File: src/asmu_pkg.sv
package asmu_pkg;

   ////////////////////////////////////////////////////////////////////////////////
   // bus geometry
   localparam int unsigned ASMU_ADDR_W = 12;               // register address width
   localparam int unsigned ASMU_DATA_W = 8;                // register data width

   ////////////////////////////////////////////////////////////////////////////////
   // register addresses
   localparam logic [11:0] ASMU_CTRL_ADDR    = 12'h200;    // link enable, soft reset
   localparam logic [11:0] ASMU_SUMMARY_ADDR = 12'h2C0;    // summary alarm, read only
   localparam logic [11:0] ASMU_FLAGS_ADDR   = 12'h2C1;    // alarm_flags, write one clears
   localparam logic [11:0] ASMU_MASK_ADDR    = 12'h2C2;    // alarm_mask

   ////////////////////////////////////////////////////////////////////////////////
   // field positions
   localparam int unsigned ASMU_FIFO_BIT    = 5;           // lane fifo flag / mask
   localparam int unsigned ASMU_PLL_BIT     = 4;           // serdes pll flag / mask
   localparam int unsigned ASMU_LINK_BIT    = 3;           // link fault flag / mask
   localparam int unsigned ASMU_REALIGN_BIT = 2;           // clock realign flag / mask
   localparam int unsigned ASMU_RSVD_BIT    = 1;           // reserved, resets to one
   localparam int unsigned ASMU_DIV_BIT     = 0;           // divider mismatch flag / mask
   localparam int unsigned ASMU_LINK_EN_BIT = 0;           // control: link enable
   localparam int unsigned ASMU_SOFT_BIT    = 7;           // control: soft reset pulse
   localparam int unsigned ASMU_SUM_BIT     = 0;           // summary alarm position

   ////////////////////////////////////////////////////////////////////////////////
   // reset values and masks
   localparam logic [7:0] ASMU_FLAGS_RST  = 8'h3F;         // every flag set
   localparam logic [7:0] ASMU_MASK_RST   = 8'h3F;         // every alarm masked
   localparam logic [7:0] ASMU_CTRL_RST   = 8'h00;         // link disabled
   localparam logic [7:0] ASMU_ALARM_BITS = 8'h3D;         // flags that feed the summary
   localparam logic [7:0] ASMU_ZERO       = 8'h00;         // idle read data

endpackage

File: src/asmu_sticky_flags.sv
`timescale 1ns/1ps
module asmu_sticky_flags
   import asmu_pkg::*;
#(
   parameter int unsigned W       = 8,
   parameter logic [7:0]  RST_VAL = ASMU_FLAGS_RST
)
(
   input  wire logic         i_clk,      // core clock
   input  wire logic         i_rst_n,    // synchronised reset
   input  wire logic [W-1:0] i_set,      // per-bit event
   input  wire logic [W-1:0] i_clr,      // per-bit write-one clear
   input  wire logic         i_reload,   // soft reset: back to reset value
   output logic      [W-1:0] o_flags     // sticky flags
);

   ////////////////////////////////////////////////////////////////////////////////
   // one sticky cell per bit
   genvar g;
   generate
      for (g = 0; g < W; g++)
      begin : g_bit
         // reload, else set wins over clear
         always_ff @(posedge i_clk or negedge i_rst_n)
         begin
            if (!i_rst_n)
               o_flags[g] <= RST_VAL[g];
            else if (i_reload)
               o_flags[g] <= RST_VAL[g];
            else
               o_flags[g] <= i_set[g] | (o_flags[g] & ~i_clr[g]);
         end
      end
   endgenerate

endmodule

File: src/asmu_event_detect.sv
`timescale 1ns/1ps
module asmu_event_detect
   import asmu_pkg::*;
#(
   parameter int unsigned LANES = 8,
   parameter int unsigned DIV_W = 4
)
(
   input  wire logic             i_clk,               // core clock
   input  wire logic             i_rst_n,             // synchronised reset
   input  wire logic             i_link_enable,       // link enable control
   input  wire logic             i_mode_64b66b,       // 1: 64b/66b, 0: 8b/10b
   input  wire logic             i_data_encoding_state_state,    // link fsm in data encoding state
   input  wire logic             i_lane_realign,      // fifo / serializer realignment
   input  wire logic             i_sysref_realign,    // sysref realigned clocks
   input  wire logic [DIV_W-1:0] i_div_ab,            // divider state, channels a/b
   input  wire logic [DIV_W-1:0] i_div_cd,            // divider state, channels c/d
   input  wire logic [LANES-1:0] i_lane_fifo_err,     // per-lane over/underflow
   input  wire logic             i_serdes_pll_locked, // serializer pll lock
   output logic      [7:0]       o_set                // set requests per flag
);

   logic link_en_prev_q;   // link enable one cycle back
   wire  start_up;         // first cycle of enabled link
   wire  fault_8b;         // 8b/10b link fault
   wire  fault_64b;        // 64b/66b link fault

   ////////////////////////////////////////////////////////////////////////////////
   // enable history for start-up detection
   always_ff @(posedge i_clk or negedge i_rst_n)
   begin
      if (!i_rst_n)
         link_en_prev_q <= 1'b0;
      else
         link_en_prev_q <= i_link_enable;
   end

   assign start_up  = i_link_enable & ~link_en_prev_q;
   assign fault_8b  = i_link_enable & ~i_data_encoding_state_state;
   assign fault_64b = i_link_enable & (start_up | i_lane_realign);

   ////////////////////////////////////////////////////////////////////////////////
   // condition to flag position
   always_comb
   begin
      o_set = ASMU_ZERO;
      o_set[ASMU_LINK_BIT]    = i_mode_64b66b ? fault_64b : fault_8b;
      o_set[ASMU_REALIGN_BIT] = i_sysref_realign;
      o_set[ASMU_DIV_BIT]     = (i_div_ab != i_div_cd);
      o_set[ASMU_FIFO_BIT]    = |i_lane_fifo_err;
      o_set[ASMU_PLL_BIT]     = ~i_serdes_pll_locked;
   end

endmodule

File: src/asmu_top.sv
// What this block does
// - 8b/10b: enabled link not encoding sets fault
// - 64b/66b: start-up or realignment sets fault
// - sysref clock realignment sets realign flag
// - a/b versus c/d divider mismatch sets flag
// - flags sticky, write one clears, zero keeps
// - power-on or soft reset sets all flags
// - flags except divider undefined while link disabled
// - mask bit one excludes alarm from summary
// - mask register resets to 0x3F
// - link bit 3, realign 2, divider 0
// - summary high when any unmasked flag other than reserved bit 1 set
// - lane fifo over/underflow sets bit 5
// - serdes pll unlocked sets bit 4
//
// Decided for this implementation: the plain strobed port.
`timescale 1ns/1ps
module asmu_top
   import asmu_pkg::*;
#(
   parameter int unsigned LANES = 8,   // serial lanes
   parameter int unsigned DIV_W = 4    // divider state width
)
(
   input  wire logic             i_sys_clk,           // core clock, 20 mhz
   input  wire logic             i_rst_b,             // async reset, active low
   input  wire logic [11:0]      i_addr,              // register address
   input  wire logic [7:0]       i_wr_data,           // write data
   input  wire logic             i_wr_stb,            // write strobe
   input  wire logic             i_rd_stb,            // read strobe
   input  wire logic             i_mode_64b66b,       // link coding mode
   input  wire logic             i_data_encoding_state_state,    // link fsm encoding data
   input  wire logic             i_lane_realign,      // fifo / serializer realign
   input  wire logic             i_sysref_realign,    // sysref clock realign
   input  wire logic [DIV_W-1:0] i_div_ab,            // divider state a/b
   input  wire logic [DIV_W-1:0] i_div_cd,            // divider state c/d
   input  wire logic [LANES-1:0] i_lane_fifo_err,     // lane fifo faults
   input  wire logic             i_serdes_pll_locked, // serializer pll lock
   output logic      [7:0]       o_rd_data,           // read data, next cycle
   output logic                  o_alarm,             // summary alarm
   output logic                  o_link_enable        // link enable control
);

   ////////////////////////////////////////////////////////////////////////////////
   // declarations
   logic       rst_meta_q;     // reset synchroniser, first stage
   logic       rst_n;          // reset synchroniser, second stage
   logic [7:0] ctrl_q;         // control register
   logic [7:0] ctrl_d;         // control next value
   logic [7:0] mask_q;         // alarm_mask register
   logic [7:0] mask_d;         // alarm_mask next value
   logic [7:0] flags;          // alarm_flags register
   logic [7:0] set_vec;        // event set requests
   logic [7:0] rd_data_d;      // read data next value
   logic       alarm_d;        // summary next value

   wire        hit_ctrl;       // address decodes
   wire        hit_sum;
   wire        hit_flags;
   wire        hit_mask;
   wire        wr_ctrl;        // write qualifiers
   wire        wr_flags;
   wire        wr_mask;
   wire        soft_rst;       // soft reset pulse
   wire [7:0]  clr_vec;        // write-one clear bits
   wire [7:0]  unmasked;       // flags passing the mask
   wire [7:0]  summary_word;   // summary register image

   ////////////////////////////////////////////////////////////////////////////////
   // reset release through two flip-flops
   always_ff @(posedge i_sys_clk or negedge i_rst_b)
   begin
      if (!i_rst_b)
      begin
         rst_meta_q <= 1'b0;
         rst_n      <= 1'b0;
      end
      else
      begin
         rst_meta_q <= 1'b1;
         rst_n      <= rst_meta_q;
      end
   end

   ////////////////////////////////////////////////////////////////////////////////
   // address decode
   assign hit_ctrl  = (i_addr == ASMU_CTRL_ADDR);
   assign hit_sum   = (i_addr == ASMU_SUMMARY_ADDR);
   assign hit_flags = (i_addr == ASMU_FLAGS_ADDR);
   assign hit_mask  = (i_addr == ASMU_MASK_ADDR);

   // qualified writes
   assign wr_ctrl   = i_wr_stb & hit_ctrl;
   assign wr_flags  = i_wr_stb & hit_flags;
   assign wr_mask   = i_wr_stb & hit_mask;

   // soft reset is a write of one, never stored
   assign soft_rst  = wr_ctrl & i_wr_data[ASMU_SOFT_BIT];

   assign clr_vec   = wr_flags ? i_wr_data : ASMU_ZERO;

   ////////////////////////////////////////////////////////////////////////////////
   // control register: link enable kept, soft reset self-clearing
   always_comb
   begin
      ctrl_d = ctrl_q;
      if (wr_ctrl)
      begin
         ctrl_d                   = ASMU_CTRL_RST;
         ctrl_d[ASMU_LINK_EN_BIT] = i_wr_data[ASMU_LINK_EN_BIT];
      end
   end

   // control flop
   always_ff @(posedge i_sys_clk or negedge rst_n)
   begin
      if (!rst_n)
         ctrl_q <= ASMU_CTRL_RST;
      else
         ctrl_q <= ctrl_d;
   end

   ////////////////////////////////////////////////////////////////////////////////
   // mask register: stored whole, reserved bits as software writes them
   always_comb
   begin
      mask_d = mask_q;
      if (wr_mask)
         mask_d = i_wr_data;
   end

   always_ff @(posedge i_sys_clk or negedge rst_n)
   begin
      if (!rst_n)
         mask_q <= ASMU_MASK_RST;
      else
         mask_q <= mask_d;
   end

   ////////////////////////////////////////////////////////////////////////////////
   // event conditions from the link and clocking logic
   // link enable gates link fault
   asmu_event_detect #(
      .LANES (LANES),
      .DIV_W (DIV_W)
   ) u_events (
      .i_clk               (i_sys_clk),
      .i_rst_n             (rst_n),
      .i_link_enable       (ctrl_q[ASMU_LINK_EN_BIT]),
      .i_mode_64b66b       (i_mode_64b66b),
      .i_data_encoding_state_state    (i_data_encoding_state_state),
      .i_lane_realign      (i_lane_realign),
      .i_sysref_realign    (i_sysref_realign),
      .i_div_ab            (i_div_ab),
      .i_div_cd            (i_div_cd),
      .i_lane_fifo_err     (i_lane_fifo_err),
      .i_serdes_pll_locked (i_serdes_pll_locked),
      .o_set               (set_vec)
   );

   ////////////////////////////////////////////////////////////////////////////////
   // sticky alarm flags
   // reset and soft reset reload
   asmu_sticky_flags #(
      .W       (8),
      .RST_VAL (ASMU_FLAGS_RST)
   ) u_flags (
      .i_clk    (i_sys_clk),
      .i_rst_n  (rst_n),
      .i_set    (set_vec),
      .i_clr    (clr_vec),
      .i_reload (soft_rst),
      .o_flags  (flags)
   );

   ////////////////////////////////////////////////////////////////////////////////
   // summary alarm
   // mask one drops alarm
   assign unmasked     = flags & ~mask_q & ASMU_ALARM_BITS;
   assign summary_word = {7'h00, o_alarm};

   always_comb
   begin
      alarm_d = |unmasked;
   end

   ////////////////////////////////////////////////////////////////////////////////
   // read mux, data valid only in the cycle after the strobe
   always_comb
   begin
      rd_data_d = ASMU_ZERO;
      if (i_rd_stb)
      begin
         if (hit_ctrl)
            rd_data_d = ctrl_q;
         else if (hit_sum)
            rd_data_d = summary_word;
         else if (hit_flags)
            rd_data_d = flags;
         else if (hit_mask)
            rd_data_d = mask_q;
      end
   end

   // output flops
   always_ff @(posedge i_sys_clk or negedge rst_n)
   begin
      if (!rst_n)
      begin
         o_rd_data     <= ASMU_ZERO;
         o_alarm       <= 1'b0;
         o_link_enable <= 1'b0;
      end
      else
      begin
         o_rd_data     <= rd_data_d;
         o_alarm       <= alarm_d;
         o_link_enable <= ctrl_d[ASMU_LINK_EN_BIT];
      end
   end

   ////////////////////////////////////////////////////////////////////////////////
   // checks

   property p_link_8b;
      @(posedge i_sys_clk) disable iff (!rst_n)
      (ctrl_q[ASMU_LINK_EN_BIT] && !i_mode_64b66b && !i_data_encoding_state_state)
      |=> flags[ASMU_LINK_BIT];
   endproperty
   a_link_8b: assert property (p_link_8b)
      else $error("link fault flag not set in 8b/10b mode");

   property p_link_64b;
      @(posedge i_sys_clk) disable iff (!rst_n)
      (i_mode_64b66b && $rose(ctrl_q[ASMU_LINK_EN_BIT]))
      |=> flags[ASMU_LINK_BIT];
   endproperty
   a_link_64b: assert property (p_link_64b)
      else $error("link fault flag not set at 64b/66b start-up");

   property p_realign;
      @(posedge i_sys_clk) disable iff (!rst_n)
      i_sysref_realign |=> flags[ASMU_REALIGN_BIT];
   endproperty
   a_realign: assert property (p_realign)
      else $error("realign flag not set after sysref event");

   property p_div;
      @(posedge i_sys_clk) disable iff (!rst_n)
      (i_div_ab != i_div_cd) |=> flags[ASMU_DIV_BIT];
   endproperty
   a_div: assert property (p_div)
      else $error("divider mismatch flag not set");

   property p_keep_on_zero;
      @(posedge i_sys_clk) disable iff (!rst_n)
      (wr_flags && i_wr_data == ASMU_ZERO && !soft_rst)
      |=> ((flags & $past(flags)) == $past(flags));
   endproperty
   a_keep_on_zero: assert property (p_keep_on_zero)
      else $error("flag lost on write of zero");

   property p_clear;
      @(posedge i_sys_clk) disable iff (!rst_n)
      (wr_flags && !soft_rst && set_vec == ASMU_ZERO)
      |=> ((flags & $past(i_wr_data)) == ASMU_ZERO);
   endproperty
   a_clear: assert property (p_clear)
      else $error("written one did not clear flag");

   property p_soft;
      @(posedge i_sys_clk) disable iff (!rst_n)
      soft_rst |=> (flags == ASMU_FLAGS_RST);
   endproperty
   a_soft: assert property (p_soft)
      else $error("soft reset did not set all flags");

   property p_mask_rst;
      @(posedge i_sys_clk) disable iff (!rst_n)
      !$past(rst_n) |-> (mask_q == ASMU_MASK_RST && flags == ASMU_FLAGS_RST);
   endproperty
   a_mask_rst: assert property (p_mask_rst)
      else $error("mask or flags wrong after reset");

   property p_masked_quiet;
      @(posedge i_sys_clk) disable iff (!rst_n)
      ((mask_q & ASMU_ALARM_BITS) == ASMU_ALARM_BITS) [*2] |-> !o_alarm;
   endproperty
   a_masked_quiet: assert property (p_masked_quiet)
      else $error("summary alarm raised while fully masked");

   property p_summary;
      @(posedge i_sys_clk) disable iff (!rst_n)
      (flags[ASMU_LINK_BIT] && !mask_q[ASMU_LINK_BIT]) |=> o_alarm;
   endproperty
   a_summary: assert property (p_summary)
      else $error("summary alarm missing for unmasked flag");

   property p_fifo;
      @(posedge i_sys_clk) disable iff (!rst_n)
      (|i_lane_fifo_err) |=> flags[ASMU_FIFO_BIT];
   endproperty
   a_fifo: assert property (p_fifo)
      else $error("lane fifo flag not set");

   property p_pll;
      @(posedge i_sys_clk) disable iff (!rst_n)
      !i_serdes_pll_locked |=> flags[ASMU_PLL_BIT];
   endproperty
   a_pll: assert property (p_pll)
      else $error("serdes pll flag not set");

   property p_set_wins;
      @(posedge i_sys_clk) disable iff (!rst_n)
      (wr_flags && ((i_wr_data & set_vec) != ASMU_ZERO))
      |=> ((flags & $past(set_vec)) == $past(set_vec));
   endproperty
   a_set_wins: assert property (p_set_wins)
      else $error("clear beat a simultaneous event");

   property p_link_realign;
      @(posedge i_sys_clk) disable iff (!rst_n)
      (ctrl_q[ASMU_LINK_EN_BIT] && i_mode_64b66b && i_lane_realign)
      |=> flags[ASMU_LINK_BIT];
   endproperty
   a_link_realign: assert property (p_link_realign)
      else $error("link fault flag not set on lane realignment");

   property p_summary_off;
      @(posedge i_sys_clk) disable iff (!rst_n)
      ((flags & ~mask_q & ASMU_ALARM_BITS) == ASMU_ZERO) |=> !o_alarm;
   endproperty
   a_summary_off: assert property (p_summary_off)
      else $error("summary alarm raised with no unmasked flag");

   property p_read_slot;
      @(posedge i_sys_clk) disable iff (!rst_n)
      (i_rd_stb && hit_mask) |=> (o_rd_data == $past(mask_q));
   endproperty
   a_read_slot: assert property (p_read_slot)
      else $error("read data not in the cycle after strobe");

endmodule

File: config.mk
export PLATFORM = sky130hd
export DESIGN_NAME = asmu_top
export DESIGN_NICKNAME = d
export VERILOG_FILES = /design/src/asmu_pkg.sv /design/src/asmu_sticky_flags.sv /design/src/asmu_event_detect.sv /design/src/asmu_top.sv
export SDC_FILE = /design/constraint.sdc
export NUM_CORES = 1
export LEC_CHECK = 0
export ABC_AREA = 1
export BUFFER_PORTS_ARGS = -buffer_cell sky130_fd_sc_hd__clkbuf_2
export CORE_UTILIZATION = 45
export CTS_CLUSTER_DIAMETER = 200
export DETAILED_ROUTE_END_ITERATION = 12
export PLACE_DENSITY = 0.7
export SKIP_LAST_GASP = 1
export SLEW_MARGIN = 20
export SYNTH_ARGS = -nofsm -noshare
export SYNTH_HDL_FRONTEND = slang
export SYNTH_SLANG_ARGS = --single-unit
File: constraint.sdc
create_clock -name i_sys_clk -period 2.2 [get_ports i_sys_clk]
set_input_delay 0.11 -clock i_sys_clk [delete_from_list [all_inputs] [get_ports i_sys_clk]]
set_output_delay 0.11 -clock i_sys_clk [all_outputs]
set_load 0.02 [all_outputs]
* Yosys cells after proc, flatten, opt, wreduce, memory -nomap -nowiden
Cells that the tools add are included.
W data, S select, Z words.
** Storage, ports and cells
- Output and inout bits :: 10
- Logic and storage cells :: 72
- Register bits after elaboration :: 29
** Operators by class
- Mux-type cells :: 16
- Eq/ne operators :: 5
- Reductions and logical operators :: 2
- Bitwise logic cells :: 34
** Operators with widths (count)
- $eq A12 B10 Y1 const B :: 4
- $mux W8 :: 6
- $and A1 B1 Y1 :: 15
- $not A1 Y1 :: 11
- $mux W1 :: 10
- $reduce_or A8 Y1 :: 1
- $and A6 B6 Y6 :: 1
- $not A6 Y6 :: 1
- $or A1 B1 Y1 :: 6
- $reduce_or A5 Y1 :: 1
- $ne A4 B4 Y1 :: 1

* Depth between registers and ports, before layout
- Depth in word-level cells :: 7
- Depth in mapped cells :: 8

* Modules after synthesis
Synthesis repeated with hierarchy kept, for this count alone.
** Second synthesis, totals
- Cell total of the unflattened synthesis :: 221
- Area, all modules :: 1691.6 µm²
** Modules (own cells, without submodules)
- asmu_top :: instances 1, cells an instance 146, area each 1174.9 µm², sequential area each 508.0 µm²
- asmu_sticky_flags :: instances 1, cells an instance 35, area each 326.6 µm², sequential area each 207.7 µm²
- asmu_event_detect :: instances 1, cells an instance 40, area each 190.2 µm², sequential area each 25.0 µm²

* Worst setup path after synthesis
No wires, ideal clock.
- Path kind :: input-to-reg
- Start :: in i_addr[10]
- End :: reg o_rd_data[2]
- Buffers on the path :: 1
- Library setup time :: 0.079 ns
- Setup slack :: 1.266 ns
- Required time :: 2.121 ns
- Stages :: 8
- Data arrival time :: 0.854 ns
- Cell sequence :: inv_1 -> nand2_1 -> nor2_4 -> nand2_4 -> nor2_4 -> buf_6 -> nand3_1 -> a21oi_1
** On the way
- Cells in the longest elaborated chain, start to end :: 6
- Elaborated cells between the ends (all ways) :: 9
- Classes of those cells :: 4 x eq/ne; 5 x mux
** RTL lines
- start, declared :: line asmu_top.sv:27 : input wire logic [11:0] i_addr,
- $eq A12 B10 Y1 :: line asmu_top.sv:90 : assign hit_mask = (i_addr == ASMU_MASK_ADDR);
- $mux W8 :: line asmu_top.sv:200 : else if (hit_mask)
- $mux W8 :: line asmu_top.sv:198 : else if (hit_flags)
- $mux W8 :: line asmu_top.sv:196 : else if (hit_sum)
- $mux W8 (*) :: line asmu_top.sv:194 : if (hit_ctrl)
- $mux W8 (*) :: line asmu_top.sv:192 : if (i_rd_stb)
- net rd_data_d[2] :: line asmu_top.sv:54 : logic [7:0] rd_data_d;
- end signal, assigned :: line asmu_top.sv:216 : o_rd_data <= rd_data_d;
- end, declared :: line asmu_top.sv:39 : output logic [7:0] o_rd_data,
Mark *: on every way through the listed nets, which the timed path passes. The rest lies on a longest branch.
A chain may end at the register's enable or synchronous reset.

* Worst setup path in the final report
- Start :: reg mask_q[0]
- End :: reg o_rd_data[0]
** On the way
- Cells in the longest elaborated chain, start to end :: 5
** RTL lines
- start, declared :: line asmu_top.sv:50 : logic [7:0] mask_q;
- start signal, assigned :: line asmu_top.sv:137 : mask_q <= mask_d;
- $mux W8 :: line asmu_top.sv:200
- $mux W8 :: line asmu_top.sv:198
- $mux W8 :: line asmu_top.sv:196
- $mux W8 :: line asmu_top.sv:194
- $mux W8 :: line asmu_top.sv:192
- net rd_data_d[0] :: line asmu_top.sv:54
The timed path passes the listed nets, and every way through them passes these cells.

==> impl_metrics.tcl <==
set metrics [dict create \
    rsz0062_at_grt "false" \
    diodes 0 \
    fin_crit_sh 0.494 \
    cts.sinks 29 \
    critical_path.max_fanout 2 \
    overflow 0 \
    final_cells 306 \
    initial_core_util 0.493 \
    grt_pass1_wl_mm 5.93 \
    grtUsageMet2 0.352 \
    io_pins 55 \
    grt_use_met3 0.0789 \
    grt_pass1_vias 1380 \
    critical_path_arrival_ns 1.34 \
    io_buffer_count 54 \
    grt_most_used_layer "met2" \
    rrSetupSlack_ns 1.11 \
    synthDominantCellAreaShare 0.274 \
    grt_usage 0.223 \
    synth_seq_cells 29 \
    via_count 1465 \
    grt_max_degree 28 \
    avgViaCountPerCell 4.79 \
    finalHoldViolations 0 \
    cts-root-buf "clkbuf_4" \
    dieArea_um2 3690 \
    fin_nets 306 \
    yosysWarnings 0 \
    cts_max_path_buffers 2 \
    finalPower_mw 1.12 \
    post_cts_buffers 0 \
    endpoint "o_rd_data[0]" \
    async_flop_share 1.00 \
    synth_top_area_cell "dfrtp_1" \
    crit_path_start "mask_q[0]" \
    fin_tns_setup_ns 0 \
    finalMaxSlewViolations 0 \
    syn-num-nets 240 \
    synth-seq-area-share 0.477 \
    dp_hpwl_mm 2.58 \
    syn-cell-area_um2 1550 \
    min_path_type "input port to register" \
    dr.pass1.iters 4 \
    wl_per_cell_um 11.5 \
    max-vdd-ir-drop_uv 306 \
    cellPowerDensity_nw_per_um2 552 \
    ys_top_cells_by_count "nand2_1 (54), nand3_1 (24), inv_1 (20), nor2_1 (19), dfrtp_1 (17)" \
    cp-start-kind "register" \
    fin_skew_ns 0.0132 \
    syn_area_per_cell_um2 7.97 \
    setup_slack_ns 1.11 \
    place_congestion 0.842 \
    r2r-start "mask_q[0]" \
    p_leak_nw 1.09 \
    place_inst 291 \
    synthToLayoutAreaGrowth_pct 30.1 \
    setup_violations 0 \
    core_area_um2 3150 \
    std_cell_rows 20 \
    layout-drive-gt1-share 0.344 \
    worstPathRequired_ns 2.46 \
    fmax_mhz 920 \
    antenna_found_initial 0 \
    clkTransAtPathRegs_ns 0.10 \
    met1_usage 0.290 \
    drtIter0Drc 53 \
    drc 0 \
    critical_path_class "register to register" \
    cts_made_buffers 5 \
    r2r_cells 6 \
    synthMostInstantiatedCell "nand2_1" \
    synthFlopType "dfrtp_1" \
    synthTopCellsByArea "dfrtp_1 (27%), dfstp_2 (20%), nand2_1 (13%)" \
    drv_cap 0 \
    wirelength_mm 3.51 \
    htree_levels 2 \
    die_x_um 60.8 \
    synthCells 195 \
    ant_nets 0 \
    min_period_ns 1.09 \
    outcome "finished, final reports clean" \
    die_h_um 60.8 \
    synth-edff-count 0 \
    synth_cell_types 27 \
    clk_latency_ns 0.34 \
    cts_tree "yes" \
    r2r-end "o_rd_data[0]" \
    pre_cts_slack_ns 0.872 \
    cp-end-kind "register" \
]
flip-flops by register name, indices dropped and copies added (netlist names):
| signal | flops |
|---|---|
| o_link_enable | 1 |
| o_rd_data | 8 |
| rst_n | 1 |
| mask_q | 8 |
| u_flags.o_flags | 8 |
| o_alarm | 1 |
| rst_meta_q | 1 |
| u_events.link_en_prev_q | 1 |
what timing repair did:
action                    4_1_cts  5_1_grt
hold buffers                    7        0
hold endpoints to repair        8        0
resized for setup               0        0
cell type report:
class	instances	area (um2)
Fill cell	303	1130
Tap cell	44	55.1
Inverter	24	92.6
Clock inverter	1	30.0
Multi-Input combinational cell	139	701
Timing Repair Buffer	62	348
Clock buffer	7	55.1
Sequential cell	29	741
layout by cell type, fill, tap and decap left out, types with 2 or more instances in the layout:
cell type      instances
nor2_4                 3
clkbuf_4               5
inv_2                  3
xor2_1                 2
dlygate4sd3_1          7
nor2_2                 2
nand3b_1               2
inv_1                 20
dfstp_2               12
nand2_1               54
nor4_1                 2
nand2_2                4
o21ai_0                3
nand3_1               24
dfrtp_1               17
clkbuf_2              54
xnor2_1                2
nor2_8                 2
nand4_1                7
nor2_1                19
a21oi_1                8
metrics by stage:
stage / hold slack (ns) / util / instance area (um2)
floorplan: -0.186 / - / 1550
global placement: -0.104 / 0.592 / 1870
detailed placement: -0.102 / 0.592 / 1870
CTS: 0.00350 / 0.641 / 2020
global route: 0.000517 / 0.641 / 2020
finish: 0.00161 / 0.641 / 2020
report_power, final:
| group | total, mW | internal, mW | switching (mW) |
|---|---|---|---|
| sequential | 0.540 | 0.539 | 0.00181 |
| combinational | 0.116 | 0.0522 | 0.0635 |
| clock | 0.460 | 0.271 | 0.189 |
critical path, cell delays in order (launching register included):
cell and delay [ns]:
dfstp_2 0.55, inv_1 0.05, nor2_1 0.09, nand3_1 0.07
nand2_1 0.07, nor2_1 0.04, nor2_1 0.14
how the worst min path moves through the flow:
stage / cells past startpoint / endpoint / startpoint
floorplan: 0 / rst_meta_q / i_rst_b
global placement: 1 / rst_n / i_rst_b
detailed placement: 1 / rst_meta_q / i_rst_b
CTS: 3 / mask_q[3] / i_wr_data[3]
global route: 3 / o_rd_data[0] / i_rd_stb
finish: 3 / mask_q[3] / i_wr_data[3]
cell families (layout without fill, tap and decap cells):
group                  after synthesis  after routing  share of synthesized area
AO/OA/AOI/OAI                       13             13                     0.0443
XOR/XNOR                             4              4                     0.0225
buffers and inverters               27             94                     0.0725
flip-flops                          29             29                      0.477
other                                1              1                    0.00241
AND/OR/NAND/NOR                    121            121                      0.382
routing by layer:
| metal | up-vias | part of all wire | routed length [um] |
|---|---|---|---|
| met3 | 4 | 0.059 | 206 |
| met4 | 0 | 0.0083 | 29 |
| li1 | 754 | - | - |
| met1 | 661 | 0.46 | 1620 |
| met2 | 46 | 0.47 | 1650 |
| met5 | - | 0 | 0 |
(Power assumes the default switching activity.)
